### src/hdl/acrb_pkg.sv
// package: register map, field layout, reset values and codes of the converter control bank
package acrb_pkg;

  // register offsets
  localparam logic [7:0] ADDR_CHANNEL_SELECT  = 8'h05;
  localparam logic [7:0] ADDR_POWER_CONTROL   = 8'h08;
  localparam logic [7:0] ADDR_CLOCK_STAB      = 8'h09;
  localparam logic [7:0] ADDR_PLL_LOCK        = 8'h0a;
  localparam logic [7:0] ADDR_CLOCK_DIVIDER   = 8'h0b;
  localparam logic [7:0] ADDR_TEST_PATTERN    = 8'h0d;
  localparam logic [7:0] ADDR_SELF_TEST       = 8'h0e;
  localparam logic [7:0] ADDR_SHADOW_UPDATE   = 8'hff;
  localparam logic [7:0] ADDR_SHADOW_FIRST    = 8'h08;
  localparam logic [7:0] ADDR_SHADOW_LAST     = 8'h79;
  localparam logic [7:0] SHADOW_UPDATE_CMD    = 8'h01;

  // reset values
  localparam logic [7:0] RST_CHANNEL_SELECT   = 8'h03;
  localparam logic [7:0] RST_POWER_CONTROL    = 8'h00;
  localparam logic [7:0] RST_CLOCK_STAB       = 8'h01;
  localparam logic [7:0] RST_CLOCK_DIVIDER    = 8'h00;
  localparam logic [7:0] RST_TEST_PATTERN     = 8'h00;
  localparam logic [7:0] RST_SELF_TEST        = 8'h00;

  // writable bits of each register, open bits read as zero
  localparam logic [7:0] MASK_CHANNEL_SELECT  = 8'h03;
  localparam logic [7:0] MASK_POWER_CONTROL   = 8'h23;
  localparam logic [7:0] MASK_CLOCK_STAB      = 8'h01;
  localparam logic [7:0] MASK_CLOCK_DIVIDER   = 8'h3f;
  localparam logic [7:0] MASK_TEST_PATTERN    = 8'hbf;
  localparam logic [7:0] MASK_SELF_TEST       = 8'h05;

  // field positions
  localparam int POS_EXT_PIN_STANDBY = 5;
  localparam int POS_INT_POWER_LO    = 0;
  localparam int POS_DCS_ENABLE      = 0;
  localparam int POS_PLL_LOCKED      = 7;
  localparam int POS_DIV_RATIO_LO    = 0;
  localparam int POS_DIV_PHASE_LO    = 3;
  localparam int POS_TEST_CODE_LO    = 0;
  localparam int POS_RST_SHORT_PN    = 4;
  localparam int POS_RST_LONG_PN     = 5;
  localparam int POS_USER_SINGLE     = 7;
  localparam int POS_SELF_TEST_CONTROL     = 0;
  localparam int POS_BIST_RESTART    = 2;

  localparam int DATA_W   = 14;
  localparam int CHANNELS = 2;

  // pattern generator lengths and taps
  localparam int LONG_PN_LEN  = 23;
  localparam int LONG_PN_TAP  = 18;
  localparam int SHORT_PN_LEN = 9;
  localparam int SHORT_PN_TAP = 5;

  // fixed test words
  localparam logic [DATA_W-1:0] WORD_MIDSCALE   = 14'h2000;
  localparam logic [DATA_W-1:0] WORD_POS_FULL   = 14'h3fff;
  localparam logic [DATA_W-1:0] WORD_NEG_FULL   = 14'h0000;
  localparam logic [DATA_W-1:0] WORD_CHECKER_A  = 14'h2aaa;
  localparam logic [DATA_W-1:0] WORD_CHECKER_B  = 14'h1555;

  typedef enum logic [1:0] {
    PWR_NORMAL  = 2'b00,
    PWR_DOWN    = 2'b01,
    PWR_STANDBY = 2'b10,
    PWR_RSVD    = 2'b11
  } acrb_power_e;

  typedef enum logic [3:0] {
    TST_OFF       = 4'h0,
    TST_MIDSCALE  = 4'h1,
    TST_POS_FULL  = 4'h2,
    TST_NEG_FULL  = 4'h3,
    TST_CHECKER   = 4'h4,
    TST_LONG_PN   = 4'h5,
    TST_SHORT_PN  = 4'h6,
    TST_TOGGLE    = 4'h7,
    TST_USER      = 4'h8,
    TST_RAMP      = 4'hf
  } acrb_test_e;

  // one channel's local register pair
  typedef struct packed {
    logic [7:0] power;
    logic [7:0] test;
  } acrb_chan_s;

  // global shadowed registers
  typedef struct packed {
    logic [7:0] stab;
    logic [7:0] div;
    logic [7:0] bist;
  } acrb_glob_s;

endpackage

### src/hdl/acrb_clk_div.sv
// clock divider with phase delay, produces the sample-enable tick
`timescale 1ns/100ps
module acrb_clk_div
  import acrb_pkg::*;
(
  // clock and control
  input  wire logic       ref_clk_in,
  input  wire logic       sys_rst_in,
  input  wire logic       ce_in,
  // divider settings
  input  wire logic [2:0] ratio_in,
  input  wire logic [2:0] phase_in,
  // tick
  output logic            tick_out
);

  logic [2:0] cnt_q;
  logic [2:0] cnt_d;
  logic [6:0] delay_q;
  logic       base_tick;

  // one tick every ratio+1 input cycles
  assign base_tick = (cnt_q == 3'h0);
  assign cnt_d     = (cnt_q >= ratio_in) ? 3'h0 : cnt_q + 3'h1;

  always_ff @(posedge ref_clk_in) begin
    if (sys_rst_in) begin
      cnt_q   <= 3'h0;
      delay_q <= 7'h00;
    end else if (ce_in) begin
      cnt_q   <= cnt_d;
      delay_q <= {delay_q[5:0], base_tick};
    end
  end

  // delay of phase input cycles taken from a tap of the shift line
  assign tick_out = (phase_in == 3'h0) ? base_tick : delay_q[phase_in - 3'h1];
endmodule // acrb_clk_div

### src/hdl/acrb_pattern.sv
// per-channel test data generator and output select
`timescale 1ns/100ps
module acrb_pattern
  import acrb_pkg::*;
(
  // clock and control
  input  wire logic              ref_clk_in,
  input  wire logic              sys_rst_in,
  input  wire logic              ce_in,
  input  wire logic              tick_in,
  // active test settings
  input  wire logic [7:0]        test_in,
  input  wire logic [15:0]       user_pat1_in,
  input  wire logic [15:0]       user_pat2_in,
  // data
  input  wire logic [DATA_W-1:0] sample_in,
  output logic [DATA_W-1:0]      data_out
);

  logic [LONG_PN_LEN-1:0]  long_q;
  logic [SHORT_PN_LEN-1:0] short_q;
  logic [DATA_W-1:0]       ramp_q;
  logic                    phase_q;
  logic                    user_done_q;
  logic [DATA_W-1:0]       data_q;
  logic [DATA_W-1:0]       pattern;
  logic [DATA_W-1:0]       user_word;
  logic [3:0]              code;
  logic                    single;
  logic                    step;

  assign code   = test_in[POS_TEST_CODE_LO +: 4];
  assign single = test_in[POS_USER_SINGLE];
  assign step   = ce_in && tick_in;

  // user words are 16 bits wide, the top two bits are dropped
  assign user_word = user_done_q ? WORD_NEG_FULL :
                     (phase_q ? user_pat2_in[DATA_W-1:0] : user_pat1_in[DATA_W-1:0]);

  always_comb begin
    case (code)
      TST_MIDSCALE: pattern = WORD_MIDSCALE;
      TST_POS_FULL: pattern = WORD_POS_FULL;
      TST_NEG_FULL: pattern = WORD_NEG_FULL;
      TST_CHECKER:  pattern = phase_q ? WORD_CHECKER_B : WORD_CHECKER_A;
      TST_LONG_PN:  pattern = long_q[DATA_W-1:0];
      TST_SHORT_PN: pattern = {short_q, short_q[SHORT_PN_LEN-1 -: DATA_W-SHORT_PN_LEN]};
      TST_TOGGLE:   pattern = phase_q ? WORD_NEG_FULL : WORD_POS_FULL;
      TST_USER:     pattern = user_word;
      TST_RAMP:     pattern = ramp_q;
      default:      pattern = WORD_NEG_FULL;
    endcase
  end

  always_ff @(posedge ref_clk_in) begin
    if (sys_rst_in) begin
      long_q      <= '1;
      short_q     <= '1;
      ramp_q      <= '0;
      phase_q     <= 1'b0;
      user_done_q <= 1'b0;
      data_q      <= '0;
    end else if (step) begin
      // reset bits hold the generators at their seed while set
      long_q  <= test_in[POS_RST_LONG_PN] ? '1 :
                 {long_q[LONG_PN_LEN-2:0], long_q[LONG_PN_LEN-1] ^ long_q[LONG_PN_TAP-1]};
      short_q <= test_in[POS_RST_SHORT_PN] ? '1 :
                 {short_q[SHORT_PN_LEN-2:0], short_q[SHORT_PN_LEN-1] ^ short_q[SHORT_PN_TAP-1]};
      ramp_q  <= ramp_q + 14'h0001;
      phase_q <= ~phase_q;
      // a single user pass ends after both words; leaving user mode rearms it
      user_done_q <= (code == TST_USER) && single && (user_done_q || phase_q);
      data_q  <= (code == TST_OFF) ? sample_in : pattern;
    end
  end

  assign data_out = data_q;
endmodule // acrb_pattern

### src/hdl/acrb_reg_bank.sv
// control register bank of the dual-channel converter: shadowed local and global registers
//
// Operation
// - register bit picks power-down or standby for pin
// - two-bit power field: normal, down, standby
// - divider field divides input clock by code+1
// - phase field delays divided clock by code cycles
// - nonzero divider forces duty stabilizer on
// - four-bit test field selects fixed test patterns
// - code 1000 user pattern, 1111 ramp
// - nonzero test code replaces converter samples
// - separate generator resets and user single/repeat bit
// - shadow writes act only after transfer command
// - channel bits steer writes, both read channel A
`timescale 1ns/100ps
module acrb_reg_bank
  import acrb_pkg::*;
(
  // clock and reset
  input  wire logic                            ref_clk_in,
  input  wire logic                            sys_rst_in,
  input  wire logic                            ce_in,
  input  wire logic                            soft_reset_in,
  // register port
  input  wire logic                            reg_wr_in,
  input  wire logic                            reg_rd_in,
  input  wire logic [7:0]                      reg_addr_in,
  input  wire logic [7:0]                      reg_wdata_in,
  output logic [7:0]                           reg_rdata_out,
  output logic                                 reg_rvalid_out,
  // pins and analog status
  input  wire logic                            pdwn_pin_in,
  input  wire logic                            pll_locked_in,
  // user patterns and samples
  input  wire logic [15:0]                     user_pat1_in,
  input  wire logic [15:0]                     user_pat2_in,
  input  wire logic [CHANNELS-1:0][DATA_W-1:0] sample_in,
  // controls to the converter
  output logic [CHANNELS-1:0][1:0]             chan_power_out,
  output logic                                 dcs_active_out,
  output logic                                 sample_tick_out,
  output logic                                 self_test_control_out,
  output logic                                 bist_restart_out,
  output logic [CHANNELS-1:0][DATA_W-1:0]      data_out
);

  // true for the local registers that exist once per channel
  function automatic logic is_local(input logic [7:0] addr);
    return (addr == ADDR_POWER_CONTROL) || (addr == ADDR_TEST_PATTERN);
  endfunction

  logic                     rst;
  logic [1:0]               pdwn_sync_q;
  logic [1:0]               lock_sync_q;
  logic [7:0]               chan_sel_q;
  acrb_chan_s [CHANNELS-1:0] shadow_q;
  acrb_chan_s [CHANNELS-1:0] active_q;
  acrb_glob_s               gshadow_q;
  acrb_glob_s               gactive_q;
  logic                     xfer_q;
  logic [7:0]               rdata_q;
  logic                     rvalid_q;
  logic                     wr;
  logic                     rd;
  logic                     xfer_wr;
  logic                     pin_down;
  logic [7:0]               rd_mux;
  logic [7:0]               local_rd;
  logic [7:0]               wd_power;
  logic [7:0]               wd_test;

  // soft reset reloads every default as a full reset does, except the pin and lock synchronizers
  assign rst      = sys_rst_in || soft_reset_in;
  assign wr       = ce_in && reg_wr_in;
  assign rd       = ce_in && reg_rd_in;
  assign xfer_wr  = wr && (reg_addr_in == ADDR_SHADOW_UPDATE) &&
                    (reg_wdata_in == SHADOW_UPDATE_CMD);
  assign pin_down = pdwn_sync_q[1];
  assign wd_power = reg_wdata_in & MASK_POWER_CONTROL;
  assign wd_test  = reg_wdata_in & MASK_TEST_PATTERN;

  // pin and lock level come from outside the clock domain
  always_ff @(posedge ref_clk_in) begin
    if (sys_rst_in) begin
      pdwn_sync_q <= 2'b00;
      lock_sync_q <= 2'b00;
    end else if (ce_in) begin
      pdwn_sync_q <= {pdwn_sync_q[0], pdwn_pin_in};
      lock_sync_q <= {lock_sync_q[0], pll_locked_in};
    end
  end

  always_ff @(posedge ref_clk_in) begin
    if (rst) begin
      chan_sel_q <= RST_CHANNEL_SELECT;
    end else if (wr && reg_addr_in == ADDR_CHANNEL_SELECT) begin
      chan_sel_q <= reg_wdata_in & MASK_CHANNEL_SELECT;
    end
  end

  // per-channel shadow and active copies
  genvar ch;
  generate
    for (ch = 0; ch < CHANNELS; ch++) begin : g_chan
      logic chan_wr;
      assign chan_wr = wr && chan_sel_q[ch] && is_local(reg_addr_in);

      always_ff @(posedge ref_clk_in) begin
        if (rst) begin
          shadow_q[ch].power <= RST_POWER_CONTROL;
          shadow_q[ch].test  <= RST_TEST_PATTERN;
        end else if (chan_wr) begin
          if (reg_addr_in == ADDR_POWER_CONTROL) begin
            shadow_q[ch].power <= wd_power;
          end else begin
            shadow_q[ch].test <= wd_test;
          end
        end
      end

      always_ff @(posedge ref_clk_in) begin
        if (rst) begin
          active_q[ch].power <= RST_POWER_CONTROL;
          active_q[ch].test  <= RST_TEST_PATTERN;
        end else if (ce_in && xfer_q) begin
          active_q[ch] <= shadow_q[ch];
        end
      end

      // the pin overrides the internal field; its bit picks the state it forces
      assign chan_power_out[ch] = pin_down ?
          (active_q[ch].power[POS_EXT_PIN_STANDBY] ? PWR_STANDBY : PWR_DOWN) :
          active_q[ch].power[POS_INT_POWER_LO +: 2];

      acrb_pattern u_pattern (
        .ref_clk_in   (ref_clk_in),
        .sys_rst_in   (rst),
        .ce_in        (ce_in),
        .tick_in      (sample_tick_out),
        .test_in      (active_q[ch].test),
        .user_pat1_in (user_pat1_in),
        .user_pat2_in (user_pat2_in),
        .sample_in    (sample_in[ch]),
        .data_out     (data_out[ch])
      );
    end
  endgenerate

  // global shadow and active registers, not steered by the channel bits
  always_ff @(posedge ref_clk_in) begin
    if (rst) begin
      gshadow_q.stab <= RST_CLOCK_STAB;
      gshadow_q.div  <= RST_CLOCK_DIVIDER;
      gshadow_q.bist <= RST_SELF_TEST;
    end else if (wr) begin
      if (reg_addr_in == ADDR_CLOCK_STAB) begin
        gshadow_q.stab <= reg_wdata_in & MASK_CLOCK_STAB;
      end
      if (reg_addr_in == ADDR_CLOCK_DIVIDER) begin
        gshadow_q.div <= reg_wdata_in & MASK_CLOCK_DIVIDER;
      end
      if (reg_addr_in == ADDR_SELF_TEST) begin
        gshadow_q.bist <= reg_wdata_in & MASK_SELF_TEST;
      end
    end
  end

  always_ff @(posedge ref_clk_in) begin
    if (rst) begin
      gactive_q.stab <= RST_CLOCK_STAB;
      gactive_q.div  <= RST_CLOCK_DIVIDER;
      gactive_q.bist <= RST_SELF_TEST;
    end else if (ce_in && xfer_q) begin
      gactive_q <= gshadow_q;
    end
  end

  // transfer bit lives one cycle, then clears itself
  always_ff @(posedge ref_clk_in) begin
    if (rst) begin
      xfer_q <= 1'b0;
    end else if (ce_in) begin
      xfer_q <= xfer_wr;
    end
  end

  assign dcs_active_out = gactive_q.stab[POS_DCS_ENABLE] ||
                          (gactive_q.div[POS_DIV_RATIO_LO +: 3] != 3'h0);
  assign self_test_control_out  = gactive_q.bist[POS_SELF_TEST_CONTROL];
  assign bist_restart_out = gactive_q.bist[POS_BIST_RESTART];

  acrb_clk_div u_clk_div (
    .ref_clk_in (ref_clk_in),
    .sys_rst_in (rst),
    .ce_in      (ce_in),
    .ratio_in   (gactive_q.div[POS_DIV_RATIO_LO +: 3]),
    .phase_in   (gactive_q.div[POS_DIV_PHASE_LO +: 3]),
    .tick_out   (sample_tick_out)
  );

  // reads show the shadow side; with both channels selected channel A answers
  assign local_rd = chan_sel_q[0] ?
      ((reg_addr_in == ADDR_POWER_CONTROL) ? shadow_q[0].power : shadow_q[0].test) :
      ((reg_addr_in == ADDR_POWER_CONTROL) ? shadow_q[1].power : shadow_q[1].test);

  always_comb begin
    case (reg_addr_in)
      ADDR_CHANNEL_SELECT: rd_mux = chan_sel_q;
      ADDR_POWER_CONTROL:  rd_mux = local_rd;
      ADDR_TEST_PATTERN:   rd_mux = local_rd;
      ADDR_CLOCK_STAB:     rd_mux = gshadow_q.stab;
      ADDR_PLL_LOCK:       rd_mux = {lock_sync_q[1], 7'h00};
      ADDR_CLOCK_DIVIDER:  rd_mux = gshadow_q.div;
      ADDR_SELF_TEST:      rd_mux = gshadow_q.bist;
      ADDR_SHADOW_UPDATE:  rd_mux = {7'h00, xfer_q};
      default:             rd_mux = 8'h00;
    endcase
  end

  always_ff @(posedge ref_clk_in) begin
    if (rst) begin
      rdata_q  <= 8'h00;
      rvalid_q <= 1'b0;
    end else if (ce_in) begin
      rvalid_q <= reg_rd_in;
      if (rd) begin
        rdata_q <= rd_mux;
      end
    end
  end

  assign reg_rdata_out  = rdata_q;
  assign reg_rvalid_out = rvalid_q;
endmodule // acrb_reg_bank

### config.mk
export PLATFORM = sky130hd
export DESIGN_NAME = acrb_reg_bank
export DESIGN_NICKNAME = d
export VERILOG_FILES = /design/src/hdl/acrb_pkg.sv /design/src/hdl/acrb_clk_div.sv /design/src/hdl/acrb_pattern.sv /design/src/hdl/acrb_reg_bank.sv
export SDC_FILE = /design/constraint.sdc
export NUM_CORES = 1
export LEC_CHECK = 0
export ABC_AREA = 0
export BUFFER_PORTS_ARGS = -buffer_cell sky130_fd_sc_hd__buf_4
export CAP_MARGIN = 15
export CORE_MARGIN = 1
export CORE_UTILIZATION = 54
export CTS_BUF_LIST = sky130_fd_sc_hd__clkbuf_4 sky130_fd_sc_hd__clkbuf_8
export CTS_CLUSTER_DIAMETER = 40
export DETAILED_ROUTE_END_ITERATION = 16
export MAX_ROUTING_LAYER = met4
export PLACE_DENSITY = 0.79
export SYNTH_ARGS = -nofsm -noshare
export SYNTH_HDL_FRONTEND = slang
export SYNTH_SLANG_ARGS = --single-unit
### constraint.sdc
create_clock -name ref_clk_in -period 2.32 [get_ports ref_clk_in]
set_input_delay 0.116 -clock ref_clk_in [delete_from_list [all_inputs] [get_ports ref_clk_in]]
set_output_delay 0.116 -clock ref_clk_in [all_outputs]
set_load 0.05 [all_outputs]
======== Word-level counts from Yosys, hierarchy flattened ========
Cells that the tools add are included.
word-level totals
  bits in registers ....................... 208
  output and inout bits ................... 45
  word-level logic and storage cells ...... 134
operators by class
  $add $sub $neg .......................... 4
  $lt $le $gt $ge ......................... 2
  equality and inequality tests ........... 25
  muxes and demuxes ....................... 28
  bitwise gates (word level) .............. 7
  reductions and logical operators ........ 34
operators with widths
  kind                                                                          count
  14-bit one-hot mux with 8 select lines                                        2
  14-bit two-way mux                                                            10
  8-bit one-hot mux with 7 select lines                                         1
  8-bit by 4-bit equality test with 1-bit output, second input constant         6
  23-bit two-way mux                                                            2
  4-bit by 3-bit equality test with 1-bit output, second input constant         8
  14-bit by 1-bit adder with 14-bit output, second input constant               2
  8-bit two-way mux                                                             3
  9-bit two-way mux                                                             2
  4-bit equality test, second input constant                                    4
  2-bit AND reduction                                                           8
  1-bit logical AND                                                             15
  4-bit by 1-bit equality test with 1-bit output, second input constant         2
  4-bit by 2-bit equality test with 1-bit output, second input constant         2
  8-bit by 1-bit equality test with 1-bit output, second input constant         1
  8-bit by 3-bit equality test with 1-bit output, second input constant         1
  8-bit equality test, second input constant                                    1
  4-bit logical NOT                                                             2
  2-bit two-way mux                                                             4
  3-bit logical NOT                                                             2
  1-bit logical OR                                                              5
  3-bit by 4-bit less-than comparator with 1-bit output, second input constant  1
  1-bit bitwise XOR                                                             4
  3-bit by 1-bit adder with 3-bit output, second input constant                 1
  8 further kinds                                                               11

======== Depth between registers and ports, before layout ========
  word-level depth ........................ 5
  mapped depth ............................ 10
  gate-level depth less buffers ........... 7

======== Cells and area by module ========
Synthesis repeated with hierarchy kept, for this count alone.
second synthesis, totals
  cells, all modules ...................... 1226
  area total of the unflattened synthesis .. 10217.3 um^2
by module, submodules not included
  module         instances  cells each  area each (um^2)  seq. area each (um^2)
  acrb_pattern   2          396         3220.6            1241.2
  acrb_reg_bank  1          367         3171.8            1461.4
  acrb_clk_div   1          67          604.3             200.2

======== Least setup slack after synthesis ========
Ideal clock, no wire load.
  kind .................................... reg2out
  start point ............................. reg gactive_q[11] (netlist bit)
  end point ............................... out sample_tick_out
  arrival time ............................ 2.337 ns
  required time ........................... 2.204 ns
  slack ................................... -0.133 ns
  stages on the path, launching flop included .. 6
  cells stage by stage .................... dfxtp_1 -> inv_1 -> ha_1 -> mux2_2 -> a21oi_1 -> a211oi_1
between the ends
  cells in the longest elaborated chain, start to end .. 4
  elaborated cells between the ends (all ways) .. 5
RTL lines
  item                                         line                  text
  start, declared                              acrb_reg_bank.sv:59   acrb_glob_s gactive_q;
  start signal, assigned                       acrb_reg_bank.sv:174  gactive_q <= gshadow_q;
  3-bit by 1-bit subtractor with 3-bit output  acrb_clk_div.sv:37    assign tick_out = (phase_in == 3'h0) ? base_tick : delay_q[phase_in - 3'h1];
  1-bit binary-select mux with 3-bit select    acrb_clk_div.sv:37
  1-bit two-way mux (implied by the code)      acrb_clk_div.sv:37
  1-bit two-way mux *                          acrb_clk_div.sv:37
  end, declared                                acrb_reg_bank.sv:41   output logic sample_tick_out,
Every way passes the cells marked *; elsewhere a longest branch is shown, timed or not. The select of a mux whose other input is x is not followed.

======== Worst setup path in the final report ========
  start point ............................. reg gactive_q[11] (netlist bit)
  end point ............................... reg g_chan[0].u_pattern.ramp_q[5]
between the ends
  cells in the longest elaborated chain, start to end .. 5
  elaborated cells between the ends (all ways) .. 6
RTL lines
  item                                         line                text
  3-bit by 1-bit subtractor with 3-bit output  acrb_clk_div.sv:37
  1-bit binary-select mux with 3-bit select    acrb_clk_div.sv:37
  1-bit two-way mux (implied by the code)      acrb_clk_div.sv:37
  1-bit two-way mux *                          acrb_clk_div.sv:37
  1-bit logical AND *                          acrb_pattern.sv:34  assign step = ce_in && tick_in;
  end signal, assigned                         acrb_pattern.sv:69  ramp_q <= ramp_q + 14'h0001;
  end, declared                                acrb_pattern.sv:22  logic [DATA_W-1:0] ramp_q;
Marked as above.
A chain may end at the register's enable or synchronous reset.

==> parameters.txt <==
Parameter                              Value

Placement
  Worst slack after detailed placement ... -0.0755 ns
  Placed cell areas ... 11000 µm²
  Placed cells ... 1499
  Placed wire-length estimate ... 18400 µm
  Number of buffers inserted by port buffering ... 123
  Final weighted congestion in routability-driven placement ... 0.970

Layout
  Final Cell Area ... 12300 µm²
  Fin cells ... 1607
  Layout Area Growth over Synthesis ... 27.0%
  Filler cell count in the final layout ... 1374
  Most common cell after layout, fill and taps aside ... sky130_fd_sc_hd__dfxtp_1
  Commonest cells after routing, fill and taps aside ... sky130_fd_sc_hd__dfxtp_1, sky130_fd_sc_hd__buf_4, sky130_fd_sc_hd__nor2_1
  Layout cell share with drive strength beyond 1 ... 20.1%
  Area of the multi-input gates ... 5140 µm²
  Number of diodes ... 0
  Area occupied by registers ... 4150 µm²
  Final #Nets ... 1448

Yosys
  Most frequently used flop master after synthesis ... sky130_fd_sc_hd__dfxtp_1
  Combined area of all synthesized cells ... 9670 µm²
  Post-Syn Nets ... 1283
  Most area-consuming cells after synthesis ... sky130_fd_sc_hd__dfxtp_1, sky130_fd_sc_hd__mux2i_1, sky130_fd_sc_hd__nor2_1, sky130_fd_sc_hd__o21ai_0, sky130_fd_sc_hd__nor3_1
  Share of the yosys chip area belonging to registers ... 42.8%
  Library cells used by synthesis ... 57
  Async set-reset flop share out of synthesis ... 0%
  FF+latch count, synth ... 207
  Avg Cell Area, Syn ... 8.13 µm²
  Library cell with the largest summed area after synthesis ... sky130_fd_sc_hd__dfxtp_1
  Synthesized instance count ... 1190
  Count of synthesis-stage warnings from yosys ... 0
  Number of enable flip-flop cells after synthesis ... 0
  Share of the synthesized area in the top cell type ... 42.8%

Timing
  Number of endpoints with negative hold slack in the final report ... 0
  Final setup margin ... 0.0656 ns
  Number of setup violations in the final report ... 0
  Period minus WS final ... 2.25 ns
  Part of the cycle the worst path needs ... 97.2%
  Max Fclk ... 0.444 GHz
  Tightest Pin Transition ... 0.926 ns
  Max-slew violation total from the final report ... 0
  Max_slew headroom ... 37.4%
  Worst Clk Skew ... 0.0184 ns

GRT
  Overall Global Routing Usage ... 30.2%
  GR peak layer ... met2
  Pin count of the biggest net entering global routing ... 70
  Via count of the first global-routing pass ... 8886
  Global routing met3 resource utilization ... 4.96%
  Met2 track demand over resource ... 49.0%
  GRT met1 Usage ... 37.7%
  Initial antenna violation count ... 0
  Residual overflow from global routing ... 0
  Global-route wire length before repair ... 43600 µm

Setup path
  Cell breakdown of the critical path ... inv_2 -> ha_4 -> mux2_2 -> a21oi_2 -> a2111o_2 -> buf_12 -> buf_4 -> or3_1 -> a21oi_1
  CP Buf/Inv Count ... 3
  Data arrival time of the worst path ... 2.71 ns
  Type of destination of the critical path ... flop
  Top cell family by delay on the critical path ... compound AO/OA/AOI/OAI gates
  Worst-path cell with the longest stage delay ... sky130_fd_sc_hd__a2111o_2
  Crit-path max FO ... 16
  Crit path required time ... 2.77 ns
  Worst setup slack for register-to-register paths ... 0.07 ns
  Cells on worst reg2reg path ... 9
  Worst Setup Path Type ... flop to flop
  Delay contributed by the slowest stage of the critical path ... 0.44 ns
  Critical path startpoint category ... flop
  Endpoint of the lowest-slack register-to-register path ... g_chan[0].u_pattern.ramp_q[5]$_SDFFE_PP0P_
  Startpoint of the lowest-slack register-to-register path ... gactive_q[11]$_SDFFE_PP0P_

Job
  Max-cap check violation count ... 0

Floorplan
  Ports ... 129
  Height of the die ... 136 µm
  Horizontal die dimension ... 136 µm
  Core Footprint ... 17400 µm²
  Std-Cell Rows ... 48
  Area enclosed by the die boundary ... 18500 µm²
  Effective utilization at floorplan ... 55.5%

Routing
  Vias ... 9551
  Number of vias per cell ... 5.94
  Initial drt markers ... 1092
  Detailed-route wire length ... 27700 µm
  WL/cell ... 17.2 µm
  Remaining DRCs ... 0
  Detailed-router iteration count before antenna repair ... 6
  Antenna Nets Post-Route ... 0

Clock tree
  Clock Tree Root ... sky130_fd_sc_hd__clkbuf_8
  Clk sink count ... 207
  Clock buffers created by TritonCTS ... 37
  Later-pin clock latency in the skew report ... 0.54 ns
  Clock Path Buffers ... 3
  Clock H-tree levels ... 2
  TritonCTS clock tree ... yes
  Register clock-pin slew on the reported worst setup and hold paths ... 0.06 ns

Pwr
  Peak VDD IR ... 0.000401 V
  Leakage power summed over all cells ... 0.00471 µW
  Power Dens Cells ... 647 nW/µm²
  Power after layout ... 7950 µW

Hold path
  Launch point of the worst hold path ... user_pat1_in[3]
  Hold Path Depth ... 5
  Sink of the worst hold path ... g_chan[0].u_pattern.data_out[3]$_SDFFE_PP0P_
  Class of the tightest hold or removal check ... primary input to flop

Run status
  Result of the run ... completed
==> worst max path at each step <==
stage,startpoint,endpoint,cells after the start
3_3_place_gp,gactive_q[11]$_SDFFE_PP0P_,g_chan[0].u_pattern.data_out[0]$_SDFFE_PP0P_,9
5_1_grt,gactive_q[12]$_SDFFE_PP0P_,g_chan[0].u_pattern.data_out[2]$_SDFFE_PP0P_,9
2_1_floorplan,gactive_q[11]$_SDFFE_PP0P_,g_chan[0].u_pattern.data_out[13]$_SDFFE_PP0P_,10
3_5_place_dp,gactive_q[11]$_SDFFE_PP0P_,g_chan[0].u_pattern.data_out[0]$_SDFFE_PP0P_,9
6_report,gactive_q[11]$_SDFFE_PP0P_,g_chan[0].u_pattern.ramp_q[5]$_SDFFE_PP0P_,9
4_1_cts,gactive_q[11]$_SDFFE_PP0P_,g_chan[0].u_pattern.ramp_q[5]$_SDFFE_PP0P_,9
==> layer usage <==
metal / wire length, µm / vias up
met5: 0 / -
li1: - / 4616
met2: 12700 / 416
met4: 794 / 0
met3: 2120 / 70
met1: 12100 / 4449
==> registers in the layout (all words and copies together), names as in the netlist, 3 cells and up <==
name and count:
u_clk_div.cnt_q 3, shadow_q 20, gshadow_q 9, g_chan.u_pattern.short_q 18, reg_rdata_out 7, u_clk_div.delay_q 7
g_chan.u_pattern.long_q 46, g_chan.u_pattern.data_out 28, gactive_q 7, active_q 20, g_chan.u_pattern.ramp_q 28
==> worst min-delay path: cells and delay by family <==
kind,cells,cell delay [ns]
buffers and inverters,1,0.09
muxes,1,0.05
and+or+nand+nor,3,0.28
==> report_power, final <==
group / leakage [µW] / switching (µW) / internal, µW
Sequential: 0.00168 / 30.3 / 3590
Clock: 0.000413 / 1560 / 2020
Combinational: 0.00262 / 425 / 318
Total: 0.00471 / 2010 / 5930
==> through the flow <==
| stage | util, % | setup TNS, ns | hold slack [ns] |
|---|---|---|---|
| 2_1_floorplan | - | 0 | 0.188 |
| 3_3_place_gp | 63.3 | -0.161 | 0.356 |
| 3_5_place_dp | 63.3 | -0.481 | 0.365 |
| 4_1_cts | 70.2 | 0 | 0.0192 |
| 5_1_grt | 70.5 | -0.0441 | 0.0831 |
| 6_report | 70.5 | 0 | 0.0324 |
==> layout make-up <==
class	count	share of cell area (%)
clock inverter	11	0.815
timing repair buffer	223	15.1
sequential	207	33.8
clock buffer	55	5.55
multi-input combinational	865	41.8
inverter	21	0.642
tap	225	2.29
==> timing repair <==
action | 4_1_cts | 5_1_grt
gates resized for setup | 3 | 11
setup endpoints to repair | 41 | 86
hold endpoints to repair | 61 | 0
buffers inserted | 0 | 1
gates cloned | 0 | 1
hold buffers | 40 | 0
pin swaps | 0 | 5
==> synthesized netlist by cell type (2+ instances only) <==
cell                        number
sky130_fd_sc_hd__mux2_2          4
sky130_fd_sc_hd__mux4_2          4
sky130_fd_sc_hd__clkbuf_1       74
sky130_fd_sc_hd__o22ai_1         3
sky130_fd_sc_hd__mux2i_1        76
sky130_fd_sc_hd__xnor2_1         5
sky130_fd_sc_hd__and4_1          6
sky130_fd_sc_hd__a221oi_1        2
sky130_fd_sc_hd__a2111oi_0      15
sky130_fd_sc_hd__or2_2           2
sky130_fd_sc_hd__nor3b_1         2
sky130_fd_sc_hd__and2_1          4
sky130_fd_sc_hd__nand2_1       124
sky130_fd_sc_hd__xor2_1          5
sky130_fd_sc_hd__dfxtp_1       207
sky130_fd_sc_hd__nand4b_1        3
sky130_fd_sc_hd__inv_1          21
sky130_fd_sc_hd__a21oi_1        72
sky130_fd_sc_hd__nor4bb_1        4
sky130_fd_sc_hd__a32oi_1         3
sky130_fd_sc_hd__and3_1          7
sky130_fd_sc_hd__nor4_1         16
sky130_fd_sc_hd__buf_1           5
sky130_fd_sc_hd__o21ai_0       105
sky130_fd_sc_hd__a211oi_1        4
sky130_fd_sc_hd__nand3b_1        5
sky130_fd_sc_hd__buf_2          16
sky130_fd_sc_hd__or3_1          18
sky130_fd_sc_hd__o211ai_1        4
sky130_fd_sc_hd__or4_1           6
sky130_fd_sc_hd__a21o_1          3
sky130_fd_sc_hd__nand4_1        13
sky130_fd_sc_hd__nand3_1        22
sky130_fd_sc_hd__a222oi_1       27
sky130_fd_sc_hd__a31oi_1         2
sky130_fd_sc_hd__nor2_1        164
sky130_fd_sc_hd__nor2b_1         4
sky130_fd_sc_hd__and3b_1         2
sky130_fd_sc_hd__ha_1            9
sky130_fd_sc_hd__nand2b_1        5
sky130_fd_sc_hd__nor3_1         99
sky130_fd_sc_hd__o31ai_1         3
==> kinds of logic after synthesis <==
| family | share of synthesized area [%] |
|---|---|
| compound gates | 16.3 |
| simple gates | 24.6 |
| other cells | 0.0388 |
| fa+ha+maj | 1.16 |
| flops | 42.8 |
| buf+inv | 4.84 |
| mux | 9.26 |
| xor+xnor | 0.905 |
Note: power is estimated with default switching activity, not from simulation.
